### config.mk
export PLATFORM = sky130hd
export DESIGN_NAME = cadp_top
export DESIGN_NICKNAME = d
export VERILOG_FILES = /design/src/cadp_pkg.sv /design/src/cadp_aux_file.sv /design/src/cadp_post_shifter.sv /design/src/cadp_top.sv
export VERILOG_INCLUDE_DIRS = /design/src
export SDC_FILE = /design/constraint.sdc
export NUM_CORES = 2
export LEC_CHECK = 0
export BUFFER_PORTS_ARGS = -buffer_cell sky130_fd_sc_hd__buf_4
export CORE_MARGIN = 2
export CORE_UTILIZATION = 35
export CTS_CLUSTER_DIAMETER = 200
export DETAILED_ROUTE_END_ITERATION = 12
export GPL_TIMING_DRIVEN = 0
export PLACE_DENSITY = 0.53
export RECOVER_POWER = 25
export SLEW_MARGIN = 30
export SYNTH_ARGS = -nofsm -noshare
export SYNTH_HDL_FRONTEND = slang
export SYNTH_HIERARCHICAL = 1
export SYNTH_SLANG_ARGS = --single-unit
export TNS_END_PERCENT = 50
### constraint.sdc
create_clock -name core_clk_in -period 11.22 [get_ports core_clk_in]
set_input_delay 1.683 -clock core_clk_in [delete_from_list [all_inputs] [get_ports core_clk_in]]
set_output_delay 1.683 -clock core_clk_in [all_outputs]
set_load 0.02 [all_outputs]
### src/cadp_cfg.svh
// constants for the carry/accumulator/aux-register datapath slice
// assumes inclusion by bare name from package and modules
`ifndef CADP_CFG_SVH
`define CADP_CFG_SVH
`define CADP_CARRY_RST 1'b1
`define CADP_ACC_W 32
`define CADP_HALF_W 16
`define CADP_AR_N 8
`define CADP_AR_W 16
`define CADP_PTR_W 3
`define CADP_SHIFT_W 3
`define CADP_SAT_POS 32'h7fffffff
`define CADP_SAT_NEG 32'h80000000
`define CADP_HIGH_SHIFT 16
`endif

### src/cadp_pkg.sv
// types for the carry/accumulator/aux-register datapath slice
// assumes cadp_cfg.svh is reachable by include path
`include "cadp_cfg.svh"
package cadp_pkg;
  typedef enum logic [4:0] {
    CADP_OP_NOP, CADP_OP_LOAD, CADP_OP_ADD, CADP_OP_SUB, CADP_OP_ADD_HIGH, CADP_OP_SUB_HIGH,
    CADP_OP_ADD_WITH_CARRY, CADP_OP_SUB_WITH_BORROW, CADP_OP_AND, CADP_OP_OR, CADP_OP_XOR,
    CADP_OP_SET_FLAG, CADP_OP_CLEAR_FLAG, CADP_OP_STATUS_LOAD,
    CADP_OP_SHIFT_LEFT_INPLACE, CADP_OP_SHIFT_RIGHT_INPLACE, CADP_OP_ROTATE_LEFT, CADP_OP_ROTATE_RIGHT
  } cadp_op_e;
  typedef enum logic [1:0] {CADP_SRC_DATA, CADP_SRC_ACC, CADP_SRC_PRODUCT, CADP_SRC_IMM} cadp_src_e;
  typedef enum logic [2:0] {CADP_AAU_NONE, CADP_AAU_INC, CADP_AAU_DEC, CADP_AAU_ADD0, CADP_AAU_SUB0} cadp_aau_e;
  typedef enum logic [1:0] {CADP_COND_ALWAYS, CADP_COND_CARRY, CADP_COND_NO_CARRY} cadp_cond_e;
  typedef struct packed {
    logic valid;
    cadp_op_e op;
    logic [31:0] operand;
    logic status_carry;
  } cadp_alu_req_s;
  typedef struct packed {
    logic ar_load;
    logic ptr_load;
    cadp_src_e src;
    logic [15:0] imm;
    logic [2:0] imm_ptr;
    cadp_aau_e aau;
    logic addr_access;
  } cadp_aux_req_s;
  typedef struct packed {
    logic [31:0] accum;
    logic carry;
    logic overflow;
  } cadp_core_state_s;
  typedef struct packed {
    logic [2:0] ptr;
    logic [15:0] addr;
  } cadp_aux_state_s;
endpackage

### src/cadp_aux_file.sv
// eight-entry auxiliary register file with pointer and address unit
// assumes one request per cycle from instruction decode
`timescale 1ns/1ps
`default_nettype none
`include "cadp_cfg.svh"
module cadp_aux_file #(
  parameter int N = `CADP_AR_N
) (
  input wire logic core_clk_in,
  input wire logic rst_n_in,
  input wire cadp_pkg::cadp_aux_req_s req_in,
  input wire logic [15:0] data_bus_in,
  input wire logic [31:0] accum_in,
  input wire logic [31:0] product_in,
  input wire logic [2:0] rd_sel_in,
  output logic [15:0] rd_data_out,
  output cadp_pkg::cadp_aux_state_s aux_state_out
);
  import cadp_pkg::*;
  typedef struct packed {
    logic [N-1:0][15:0] ar;
    logic [2:0] ptr;
    logic [15:0] addr;
    logic [15:0] rd;
  } cadp_auxst_s;
  cadp_auxst_s st_r, st_nxt;
  logic [15:0] src_val;
  logic [15:0] cur;
  // source mux shared by register and pointer loads
  always_comb begin
    unique case (req_in.src)
      CADP_SRC_DATA: src_val = data_bus_in;
      CADP_SRC_ACC: src_val = accum_in[15:0];
      CADP_SRC_PRODUCT: src_val = product_in[15:0];
      CADP_SRC_IMM: src_val = req_in.imm;
    endcase
  end
  // address from selected register, then autoindex in same access
  always_comb begin
    st_nxt = st_r;
    cur = st_r.ar[st_r.ptr];
    st_nxt.rd = st_r.ar[rd_sel_in];
    if (req_in.addr_access) begin
      st_nxt.addr = cur;
      unique case (req_in.aau)
        CADP_AAU_NONE: st_nxt.ar[st_r.ptr] = cur;
        CADP_AAU_INC: st_nxt.ar[st_r.ptr] = cur + 16'h0001;
        CADP_AAU_DEC: st_nxt.ar[st_r.ptr] = cur - 16'h0001;
        CADP_AAU_ADD0: st_nxt.ar[st_r.ptr] = cur + st_r.ar[0];
        CADP_AAU_SUB0: st_nxt.ar[st_r.ptr] = cur - st_r.ar[0];
        default: st_nxt.ar[st_r.ptr] = cur;
      endcase
    end
    if (req_in.ar_load)
      st_nxt.ar[st_r.ptr] = src_val;
    if (req_in.ptr_load)
      st_nxt.ptr = (req_in.src == CADP_SRC_IMM) ? req_in.imm_ptr : src_val[2:0];
  end
  always_ff @(posedge core_clk_in) begin
    if (!rst_n_in)
      st_r <= '0;
    else
      st_r <= st_nxt;
  end
  assign rd_data_out = st_r.rd;
  assign aux_state_out.ptr = st_r.ptr;
  assign aux_state_out.addr = st_r.addr;
endmodule
`default_nettype wire

### src/cadp_post_shifter.sv
// output post-scaling shifter for storing accumulator halves
// assumes accum value is registered upstream; output registered here
`timescale 1ns/1ps
`default_nettype none
module cadp_post_shifter (
  input wire logic core_clk_in,
  input wire logic rst_n_in,
  input wire logic [31:0] accum_in,
  input wire logic [2:0] shift_in,
  input wire logic high_sel_in,
  output logic [15:0] store_data_out
);
  import cadp_pkg::*;
  typedef struct packed {logic [15:0] data;} cadp_shst_s;
  cadp_shst_s st_r, st_nxt;
  logic [47:0] wide;
  // shift accum plus zero pad, then pick the window; accum itself never changes
  always_comb begin
    st_nxt = st_r;
    wide = {16'h0000, accum_in} << shift_in;
    if (high_sel_in)
      st_nxt.data = wide[31:16]; // top bits lost, low filled from lower half
    else
      st_nxt.data = wide[15:0]; // vacated low bits zero
  end
  always_ff @(posedge core_clk_in) begin
    if (!rst_n_in)
      st_r <= '0;
    else
      st_r <= st_nxt;
  end
  assign store_data_out = st_r.data;
endmodule
`default_nettype wire

### src/cadp_top.sv
// carry flag, accumulator and aux-register datapath slice of the core
// assumes decode presents one op per cycle; repeat logic re-issues ops
// Summary of operation
// - carry changes on arithmetic, single-bit shifts/rotates and set/clear/status load only
// - add/sub with carry use previous carry
// - add-high only sets carry on carry
// - sub-high only clears carry on borrow
// - carry conditions; set, clear, status load
// - reset forces carry to one
// - 32-bit accumulator, halves stored separately
// - store path shift 0..7, accumulator unchanged
// - high store fills from lower half
// - low store zero-fills vacated bits
// - in-place shifts/rotates move bit through carry
// - sign mode one: arithmetic right shift
// - sign mode zero: logical right shift
// - left shift ignores sign mode, inserts zero
// - repeat iterates single-bit shifts
// - eight aux registers chosen by 3-bit pointer
// - aux and pointer loads; stores and alu use
// - autoindex by one or register zero
// - saturation mode clamps and sets overflow
`timescale 1ns/1ps
`default_nettype none
`include "cadp_cfg.svh"
module cadp_top (
  input wire logic core_clk_in,
  input wire logic rst_n_in,
  input wire cadp_pkg::cadp_alu_req_s alu_req_in,
  input wire logic repeat_op_in,
  input wire logic [7:0] repeat_count_in,
  input wire logic sign_ext_mode_bit_in,
  input wire logic saturate_mode_bit_in,
  input wire logic overflow_clear_in,
  input wire cadp_pkg::cadp_cond_e cond_in,
  input wire logic [2:0] store_shift_in,
  input wire logic store_high_in,
  input wire cadp_pkg::cadp_aux_req_s aux_req_in,
  input wire logic [15:0] data_bus_in,
  input wire logic [31:0] product_reg_in,
  input wire logic [2:0] aux_rd_sel_in,
  output logic [31:0] accum_reg_out,
  output logic carry_out,
  output logic overflow_out,
  output logic cond_true_out,
  output logic busy_out,
  output logic [15:0] store_data_out,
  output logic [15:0] aux_rd_data_out,
  output logic [2:0] aux_pointer_out,
  output logic [15:0] aux_addr_out
);
  import cadp_pkg::*;
  typedef struct packed {
    cadp_core_state_s core;
    logic [7:0] rpt_left;
    cadp_op_e rpt_op;
  } cadp_top_s;
  cadp_top_s st_r, st_nxt;
  cadp_op_e op;
  logic op_valid;
  logic [32:0] sum;
  logic [31:0] acc;
  logic c;
  logic v;
  logic wrap_ov;

  // repeating shift/rotate re-applies the same single-bit op
  function automatic logic is_shift(input cadp_op_e o);
    is_shift = (o == CADP_OP_SHIFT_LEFT_INPLACE) || (o == CADP_OP_SHIFT_RIGHT_INPLACE) ||
               (o == CADP_OP_ROTATE_LEFT) || (o == CADP_OP_ROTATE_RIGHT);
  endfunction

  // select live op or a pending repeat step
  always_comb begin
    if (st_r.rpt_left != 8'h00) begin
      op = st_r.rpt_op;
      op_valid = 1'b1;
    end else begin
      op = alu_req_in.op;
      op_valid = alu_req_in.valid;
    end
  end

  // main datapath update; accum is the registered alu result
  always_comb begin
    st_nxt = st_r;
    acc = st_r.core.accum;
    c = st_r.core.carry;
    v = 1'b0;
    sum = 33'h000000000;
    wrap_ov = 1'b0;
    if (overflow_clear_in)
      st_nxt.core.overflow = 1'b0;
    if (op_valid) begin
      unique case (op)
        CADP_OP_NOP: acc = st_r.core.accum;
        CADP_OP_LOAD: acc = alu_req_in.operand; // loads leave carry
        CADP_OP_ADD, CADP_OP_ADD_WITH_CARRY: begin
          // previous carry feeds add-with-carry
          sum = {1'b0, acc} + {1'b0, alu_req_in.operand} +
                {32'h00000000, (op == CADP_OP_ADD_WITH_CARRY) ? st_r.core.carry : 1'b0};
          wrap_ov = (acc[31] == alu_req_in.operand[31]) && (sum[31] != acc[31]);
          acc = sum[31:0];
          c = sum[32];
        end
        CADP_OP_SUB, CADP_OP_SUB_WITH_BORROW: begin
          // borrow is inverted previous carry
          sum = {1'b0, acc} + {1'b0, ~alu_req_in.operand} +
                {32'h00000000, (op == CADP_OP_SUB_WITH_BORROW) ? st_r.core.carry : 1'b1};
          wrap_ov = (acc[31] != alu_req_in.operand[31]) && (sum[31] != acc[31]);
          acc = sum[31:0];
          c = sum[32];
        end
        CADP_OP_ADD_HIGH: begin
          sum = {1'b0, acc} + {1'b0, alu_req_in.operand[15:0], 16'h0000};
          wrap_ov = (acc[31] == alu_req_in.operand[15]) && (sum[31] != acc[31]);
          acc = sum[31:0];
          if (sum[32])
            c = 1'b1; // sets only, never clears
        end
        CADP_OP_SUB_HIGH: begin
          sum = {1'b0, acc} + {1'b0, ~alu_req_in.operand[15:0], 16'hffff} + 33'h000000001;
          wrap_ov = (acc[31] != alu_req_in.operand[15]) && (sum[31] != acc[31]);
          acc = sum[31:0];
          if (!sum[32])
            c = 1'b0; // clears only on borrow
        end
        // logical ops never touch carry or overflow
        CADP_OP_AND: acc = acc & alu_req_in.operand;
        CADP_OP_OR: acc = acc | alu_req_in.operand;
        CADP_OP_XOR: acc = acc ^ alu_req_in.operand;
        CADP_OP_SET_FLAG: c = 1'b1;
        CADP_OP_CLEAR_FLAG: c = 1'b0;
        CADP_OP_STATUS_LOAD: c = alu_req_in.status_carry;
        CADP_OP_SHIFT_LEFT_INPLACE: begin
          c = acc[31];
          acc = {acc[30:0], 1'b0}; // sign mode ignored
        end
        CADP_OP_SHIFT_RIGHT_INPLACE: begin
          c = acc[0];
          // arithmetic keeps sign logical inserts zero
          acc = {sign_ext_mode_bit_in ? acc[31] : 1'b0, acc[31:1]};
        end
        CADP_OP_ROTATE_LEFT: begin
          c = acc[31];
          acc = {acc[30:0], st_r.core.carry};
        end
        CADP_OP_ROTATE_RIGHT: begin
          c = acc[0];
          acc = {st_r.core.carry, acc[31:1]};
        end
        default: acc = st_r.core.accum;
      endcase
      // saturation clamps to extremes by overflow direction
      if (wrap_ov) begin
        v = 1'b1;
        if (saturate_mode_bit_in)
          acc = acc[31] ? `CADP_SAT_POS : `CADP_SAT_NEG;
      end
    end
    st_nxt.core.accum = acc;
    st_nxt.core.carry = c;
    if (v)
      st_nxt.core.overflow = 1'b1; // set wins over clear
    // repeat bookkeeping
    if (st_r.rpt_left != 8'h00) begin
      st_nxt.rpt_left = st_r.rpt_left - 8'h01;
    end else if (alu_req_in.valid && repeat_op_in && is_shift(alu_req_in.op)) begin
      st_nxt.rpt_left = repeat_count_in; // extra steps after this one
      st_nxt.rpt_op = alu_req_in.op;
    end
  end

  // synchronous reset; carry comes up set
  always_ff @(posedge core_clk_in) begin
    if (!rst_n_in) begin
      st_r.core.accum <= 32'h00000000;
      st_r.core.carry <= `CADP_CARRY_RST;
      st_r.core.overflow <= 1'b0;
      st_r.rpt_left <= 8'h00;
      st_r.rpt_op <= CADP_OP_NOP;
    end else begin
      st_r <= st_nxt;
    end
  end

  // carry tests for branch, call, return, conditional execute
  always_comb begin
    unique case (cond_in)
      CADP_COND_CARRY: cond_true_out = st_r.core.carry;
      CADP_COND_NO_CARRY: cond_true_out = !st_r.core.carry;
      default: cond_true_out = 1'b1;
    endcase
  end

  assign busy_out = (st_r.rpt_left != 8'h00);
  assign accum_reg_out = st_r.core.accum;
  assign carry_out = st_r.core.carry;
  assign overflow_out = st_r.core.overflow;

  // store path shifter, accumulator left intact
  cadp_post_shifter u_shift (
    .core_clk_in(core_clk_in),
    .rst_n_in(rst_n_in),
    .accum_in(st_r.core.accum),
    .shift_in(store_shift_in),
    .high_sel_in(store_high_in),
    .store_data_out(store_data_out)
  );

  // aux register file and address unit
  cadp_aux_file u_aux (
    .core_clk_in(core_clk_in),
    .rst_n_in(rst_n_in),
    .req_in(aux_req_in),
    .data_bus_in(data_bus_in),
    .accum_in(st_r.core.accum),
    .product_in(product_reg_in),
    .rd_sel_in(aux_rd_sel_in),
    .rd_data_out(aux_rd_data_out),
    .aux_state_out({aux_pointer_out, aux_addr_out})
  );
endmodule
`default_nettype wire

# After elaboration in Yosys (flattened, before gate mapping)
# Index checks and enable logic that the tools add are counted.
dict set report word_totals {
  ff_bits 226
  inputBits 137
  output_inout_bits 87
}
dict set report classes {
  bitwise 6
  order_cmp 3
  mux 40
  n_eq_ne 40
  n_shift 1
  n_reduce_logical 22
  addsub 12
}
# cell count
set ops {}
lappend ops {{$bwmux W128} 6}
lappend ops {{$pmux W128 S4} 1}
lappend ops {{$pmux W32 S12} 1}
lappend ops {{$mux W128} 2}
lappend ops {{$add A32 B32 Y33} 4}
lappend ops {{$mux W32} 4}
lappend ops {{$bmux W16 S3} 2}
lappend ops {{$add A33 B1 Y33} 2}
lappend ops {{$mux W16} 4}
lappend ops {{$pmux W16 S4} 1}
lappend ops {{$eq A5 B4 Y1 const B} 10}
lappend ops {{$demux W16 S3} 1}
lappend ops {{$add A33 B1 Y33 const B} 1}
lappend ops {{$and A32 B32 Y32} 1}
lappend ops {{$not A32 Y32} 1}
lappend ops {{$or A32 B32 Y32} 1}
lappend ops {{$shl A32 B3 Y32} 1}
lappend ops {{$xor A32 B32 Y32} 1}
lappend ops {{$eq A5 B3 Y1 const B} 4}
lappend ops {{$eq A5 B5 Y1 const B} 4}
lappend ops {{$add A16 B1 Y16 const B} 1}
lappend ops {{$add A16 B16 Y16} 1}
lappend ops {{$not A16 Y16} 1}
lappend ops {{$sub A16 B1 Y16 const B} 1}
lappend ops {{other kinds (33)} 68}

# Depth between registers and ports, before layout
dict set report logic_depth {
  word_depth 12
  depth_mapped 23
}

# By module
# Netlist, hierarchy kept.
# module seq_area_each_um2 cells_per_inst area_per_inst_um2 n_inst
set by_module_without_submodules {}
lappend by_module_without_submodules {cadp_aux_file 3263.1 1582 12917.4 1}
lappend by_module_without_submodules {cadp_top 940.9 1421 9955.8 1}
lappend by_module_without_submodules {cadp_post_shifter 320.3 132 1385.1 1}

# Least setup slack after synthesis
# No wires, ideal clock.
dict set report synth_path {
  path_type {input port to flip-flop}
  startpoint {input alu_req_in[35] (netlist name)}
  endpoint {register st_r (netlist bit accum_reg_out[4])}
  n_path_buf 2
  setup_slack_ns 5.801
  arrival_ns 5.291
  t_required_ns 11.092
  setup_time_ns 0.128
  stages 18
  cell_sequence {clkbuf_1 nor2b_1 nand2_1 nor3_1 o21ai_0 fa_1 nor2b_1 o2111ai_1 a2111o_1 a31oi_1 o211ai_1 or4_1 nand3_4 o221a_4 buf_2 nor3_1 nor2_1 o22ai_1}
}
dict set report synth_between {
  elab_chain_cells 9
}
# element line_no
set synth_rtl {}
lappend synth_rtl {{start: declaration} cadp_top.sv:29} ;# input wire cadp_pkg::cadp_alu_req_s alu_req_in,
lappend synth_rtl {{$mux W5 (*)} cadp_top.sv:75} ;# if (st_r.rpt_left != 8'h00) begin
lappend synth_rtl {{$eq A5 B3 Y1} -}
lappend synth_rtl {{$mux W1 (on tied branches)} {cadp_top.sv:109, cadp_top.sv:101}}
lappend synth_rtl {{$add A33 B1 Y33 (on tied branches)} {cadp_top.sv:108, cadp_top.sv:100}}
lappend synth_rtl {{$pmux W32 S12 (tied with other cells)} cadp_top.sv:95} ;# unique case (op)
lappend synth_rtl {{$mux W32 (tied with other cells)} cadp_top.sv:94} ;# if (op_valid) begin
lappend synth_rtl {{$mux W32 (no line) / $pmux W1 S4 (equally long branches)} -}
lappend synth_rtl {{$mux W32 / $mux W1 (equally long branches)} {cadp_top.sv:157, cadp_top.sv:94}}
lappend synth_rtl {{$mux W32 (*)} cadp_top.sv:155} ;# if (wrap_ov) begin
lappend synth_rtl {{end signal: assignment} cadp_top.sv:183} ;# st_r <= st_nxt;
lappend synth_rtl {{end: declaration} cadp_top.sv:58} ;# cadp_top_s st_r, st_nxt;
# Every way passes the cells marked *; elsewhere a longest branch is shown, timed or not. The select of a mux whose other input is x is not followed.
# A chain may end at the register's enable or synchronous reset.

==> results.toml <==
[layout]
area_delta_synth_final_pct = 14.8
multi_input_area_um2 = 17700
fill_cells = 7200
drive_above_1_share_pct = 14.4
regArea_um2 = 4520
fin_nets = 3680

[logic_synthesis]
synth-async-reset-ratio_pct = 0
avgSynthCellArea_um2 = 7.74
synth_cell_types = 119
synthCells = 3135
synth-edff-count = 0
synth_seq_cells = 226
synth_fa_ha_area_share_pct = 9.43
synth-seq-area-share_pct = 18.7
synth_top_family_by_area = "compound AO/OA/AOI/OAI gates"
syn-cell-area_um2 = 24300
yosys_warnings = 6
synth_xor_area_share_pct = 1.41
synthMuxAreaShare_pct = 10.9
synth-main-ff-cell = "dfxtp_1"
synthesis.nets = 3450
synthSimpleGateAreaFrac_pct = 18.5
synth_compound_gate_area_share_pct = 32.2

[sta]
slew_headroom_pct = 24.2
finalWorstPathRequiredPeriod_ns = 7.53
setup_viol = 0
max_freq_mhz = 133
fin_setup_tns_ns = 0
fin_worst_hold_slack_ns = 0.478
hold_viol_final = 0
fin_skew_ns = 0.0191
slew_viol_final = 0
fin_crit_sh_pct = 67.1
tightest_slew_ns = 1.14
grt_setup_unrepaired = "false"

[pwr]
p_leak_nw = 10.9
ir_drop_uv = 129
pwr_density_cell_nw_per_um2 = 184

[drt]
drc = 0
vias = 28000
ant_nets = 0
routed_wl_mm = 124
dr.pass1.iters = 6
wl_per_cell_um = 28.8
first_iter_violations = 4044
drt-vias-per-instance = 6.48

[clocking]
cts_buffer_depth = 3
htree_levels = 1
clkSlewWorstSetupHoldPaths_ns = 0.07
tritoncts = "built"
cts_resized = 0
postCtsSetupBuffers = 0
cts-buffers-inserted = 30
clk_latency_ns = 0.63
cts_hold_buf = 0
cts.sinks = 226
cts_root_buf = "clkbuf_16"

[floorplanning]
die_h_um = 267
initial_core_util_pct = 35.4
core_area_um2 = 68600
dieArea_um2 = 71400
ios = 224
rows = 96
die_x_um = 267

[critical_path]
cp_slowest_stage_delay_ns = 0.68
r2r_setup_slack_ns = 3.69
cp_cell_sequence = "inv_1 -> ha_1 -> or4b_1 -> buf_2 -> nor2_8 -> buf_4 -> clkbuf_1 -> clkbuf_1 -> or4_1 -> a21oi_1 -> fa_1 -> nor2_1 -> o221ai_1 -> a211oi_1 -> a41oi_1 -> nor3_1 -> o211ai_1 -> nand3_4 -> o221a_4 -> buf_2 -> nor3_1 -> nor2_1 -> o22ai_1"
endpoint = "accum_reg_out[4]"
path_class = "reg2reg"
rr_startpoint = "st_r[5]"
critPathSlowestCell = "nor3_1"
critPathArrivalTime_ns = 8.00
worstPathRequired_ns = 11.69
cp-startpoint = "st_r[5]"
timing.rr.end = "accum_reg_out[4]"
path_max_fanout = 10
reg2regPathDepth = 23
critPathCaptureType = "flip-flop"
cp-start-kind = "flip-flop"

[min_path]
hold_class = "reg2reg"

[global_routing]
grt_max_degree = 17
grt_antenna_before_repair = 0
overflow = 0
grt_usage_pct = 33.6
grt_pass1_wl_mm = 179
grt_pass1_vias = 25800

[placed_design]
gp_congestion = 1.03
dp_hpwl_mm = 96.1
io_buffer_count = 195

[job]
maxCapViolations = 0

[status]
outcome = "finished, final reports clean"
## layout by cell type, fill, tap and decap left out, types with 30 or more instances in the layout
cell type,instances
inv_1,163
o211ai_1,66
buf_4,221
nor3_1,66
xnor2_1,32
o221ai_1,36
o21ai_0,186
clkbuf_1,228
a22oi_1,43
o22ai_1,47
ha_1,170
dfxtp_1,226
a21oi_1,227
clkbuf_16,30
nor2_1,286
a211oi_1,40
a221oi_1,73
a31oi_1,57
o31ai_1,31
nand2_1,296
nand2b_1,33
mux2i_1,71
nand3_1,67
a21o_1,30
and3_1,31
mux4_2,73
## power breakdown
group          internal [mW]  switching, mW  leakage, nW
Clock                  0.631          0.439        0.523
Combinational           1.03           1.82         8.49
Sequential             0.906          0.302         1.84
Total                   2.56           2.57         10.9
## cells in the mapped netlist (all sizes together), types with 21 or more instances
master,instances,area (µm²)
o21bai,25,199
a21o,30,225
nand3,68,353
dfxtp,226,4520
o221ai,37,330
a221oi,79,729
o31ai,33,262
buf,127,896
o32ai,24,218
a31oi,59,390
o21a,21,158
o22ai,47,294
mux2i,73,731
a211oi,43,333
nor4,24,165
o211ai,66,495
a22oi,43,323
a21oi,228,1140
and3,31,194
mux4,74,1670
nor2,293,1130
o21ai,199,1000
clkbuf,167,627
mux2,22,251
nand2b,34,215
nor2b,29,196
nand2,299,1130
nor3,71,370
a221o,24,240
ha,170,2130
inv,166,626
xnor2,35,307
## sequential cells by signal (all words and copies together), names as in the netlist
name,cells
u_shift/store_data_out,16
u_aux/st_r,128
u_aux/rd_data_out,16
st_r,13
u_aux/aux_state_out,19
overflow_out,1
carry_out,1
accum_reg_out,32
## final cells by class
cell class                 count  share of cell area, %
buffer                       294                   5.35
antenna                        1                0.00899
clock buffer                  45                   3.29
tap                          931                   4.18
timing repair buffer         198                   4.68
multi-input combinational   2448                   63.4
sequential                   226                   16.2
inverter                     167                   2.26
clock inverter                10                  0.557
## logic make-up (layout without fill, tap and decap cells)
| logic type | Yosys count | after routing |
|---|---|---|
| compound gates | 1110 | 1110 |
| simple gates | 952 | 952 |
| buf+inv | 461 | 714 |
| flops | 226 | 226 |
| fa+ha+maj | 178 | 178 |
| mux | 169 | 169 |
| xor+xnor | 39 | 39 |
| other cells | 0 | 1 |
## how the worst min path moves through the flow
stage / endpoint / cells after the start / from
finish: overflow_out / 2 / overflow_out
floorplan: u_aux/st_r[51] / 2 / u_aux/st_r[51]
global route: u_aux/aux_state_out[9] / 2 / u_aux/aux_state_out[9]
CTS: overflow_out / 2 / overflow_out
detailed placement: overflow_out / 2 / overflow_out
global placement: overflow_out / 2 / overflow_out
## per-stage QoR
stage          instances  power [mW]  utilization (%)  instance area [µm²]  worst slack, ns
2_1_floorplan       3135        2.95                -                24300             5.80
3_3_place_gp        4261        3.97             39.2                26900             3.98
3_5_place_dp        4264        3.96             39.3                27000             4.05
4_1_cts             4319        5.03             40.9                28000             4.00
5_1_grt             4319        5.34             40.6                27800             3.49
6_report            4320        5.13             40.6                27800             3.69
## worst max-delay path, delay by kind of cell (launching register included)
family | cells | cell delay (ns)
flops | 1 | 0.35
buf+inv | 6 | 1.58
simple gates | 8 | 2.56
fa+ha+maj | 2 | 0.71
compound gates | 7 | 2.18
## per-layer routing
layer  global-route usage, %  wire (µm)
met2                    51.7      53300
met1                    45.0      50100
met5                       0          0
met3                    7.25      14700
met4                    15.0       6290
Note: power is estimated with default switching activity, not from simulation.
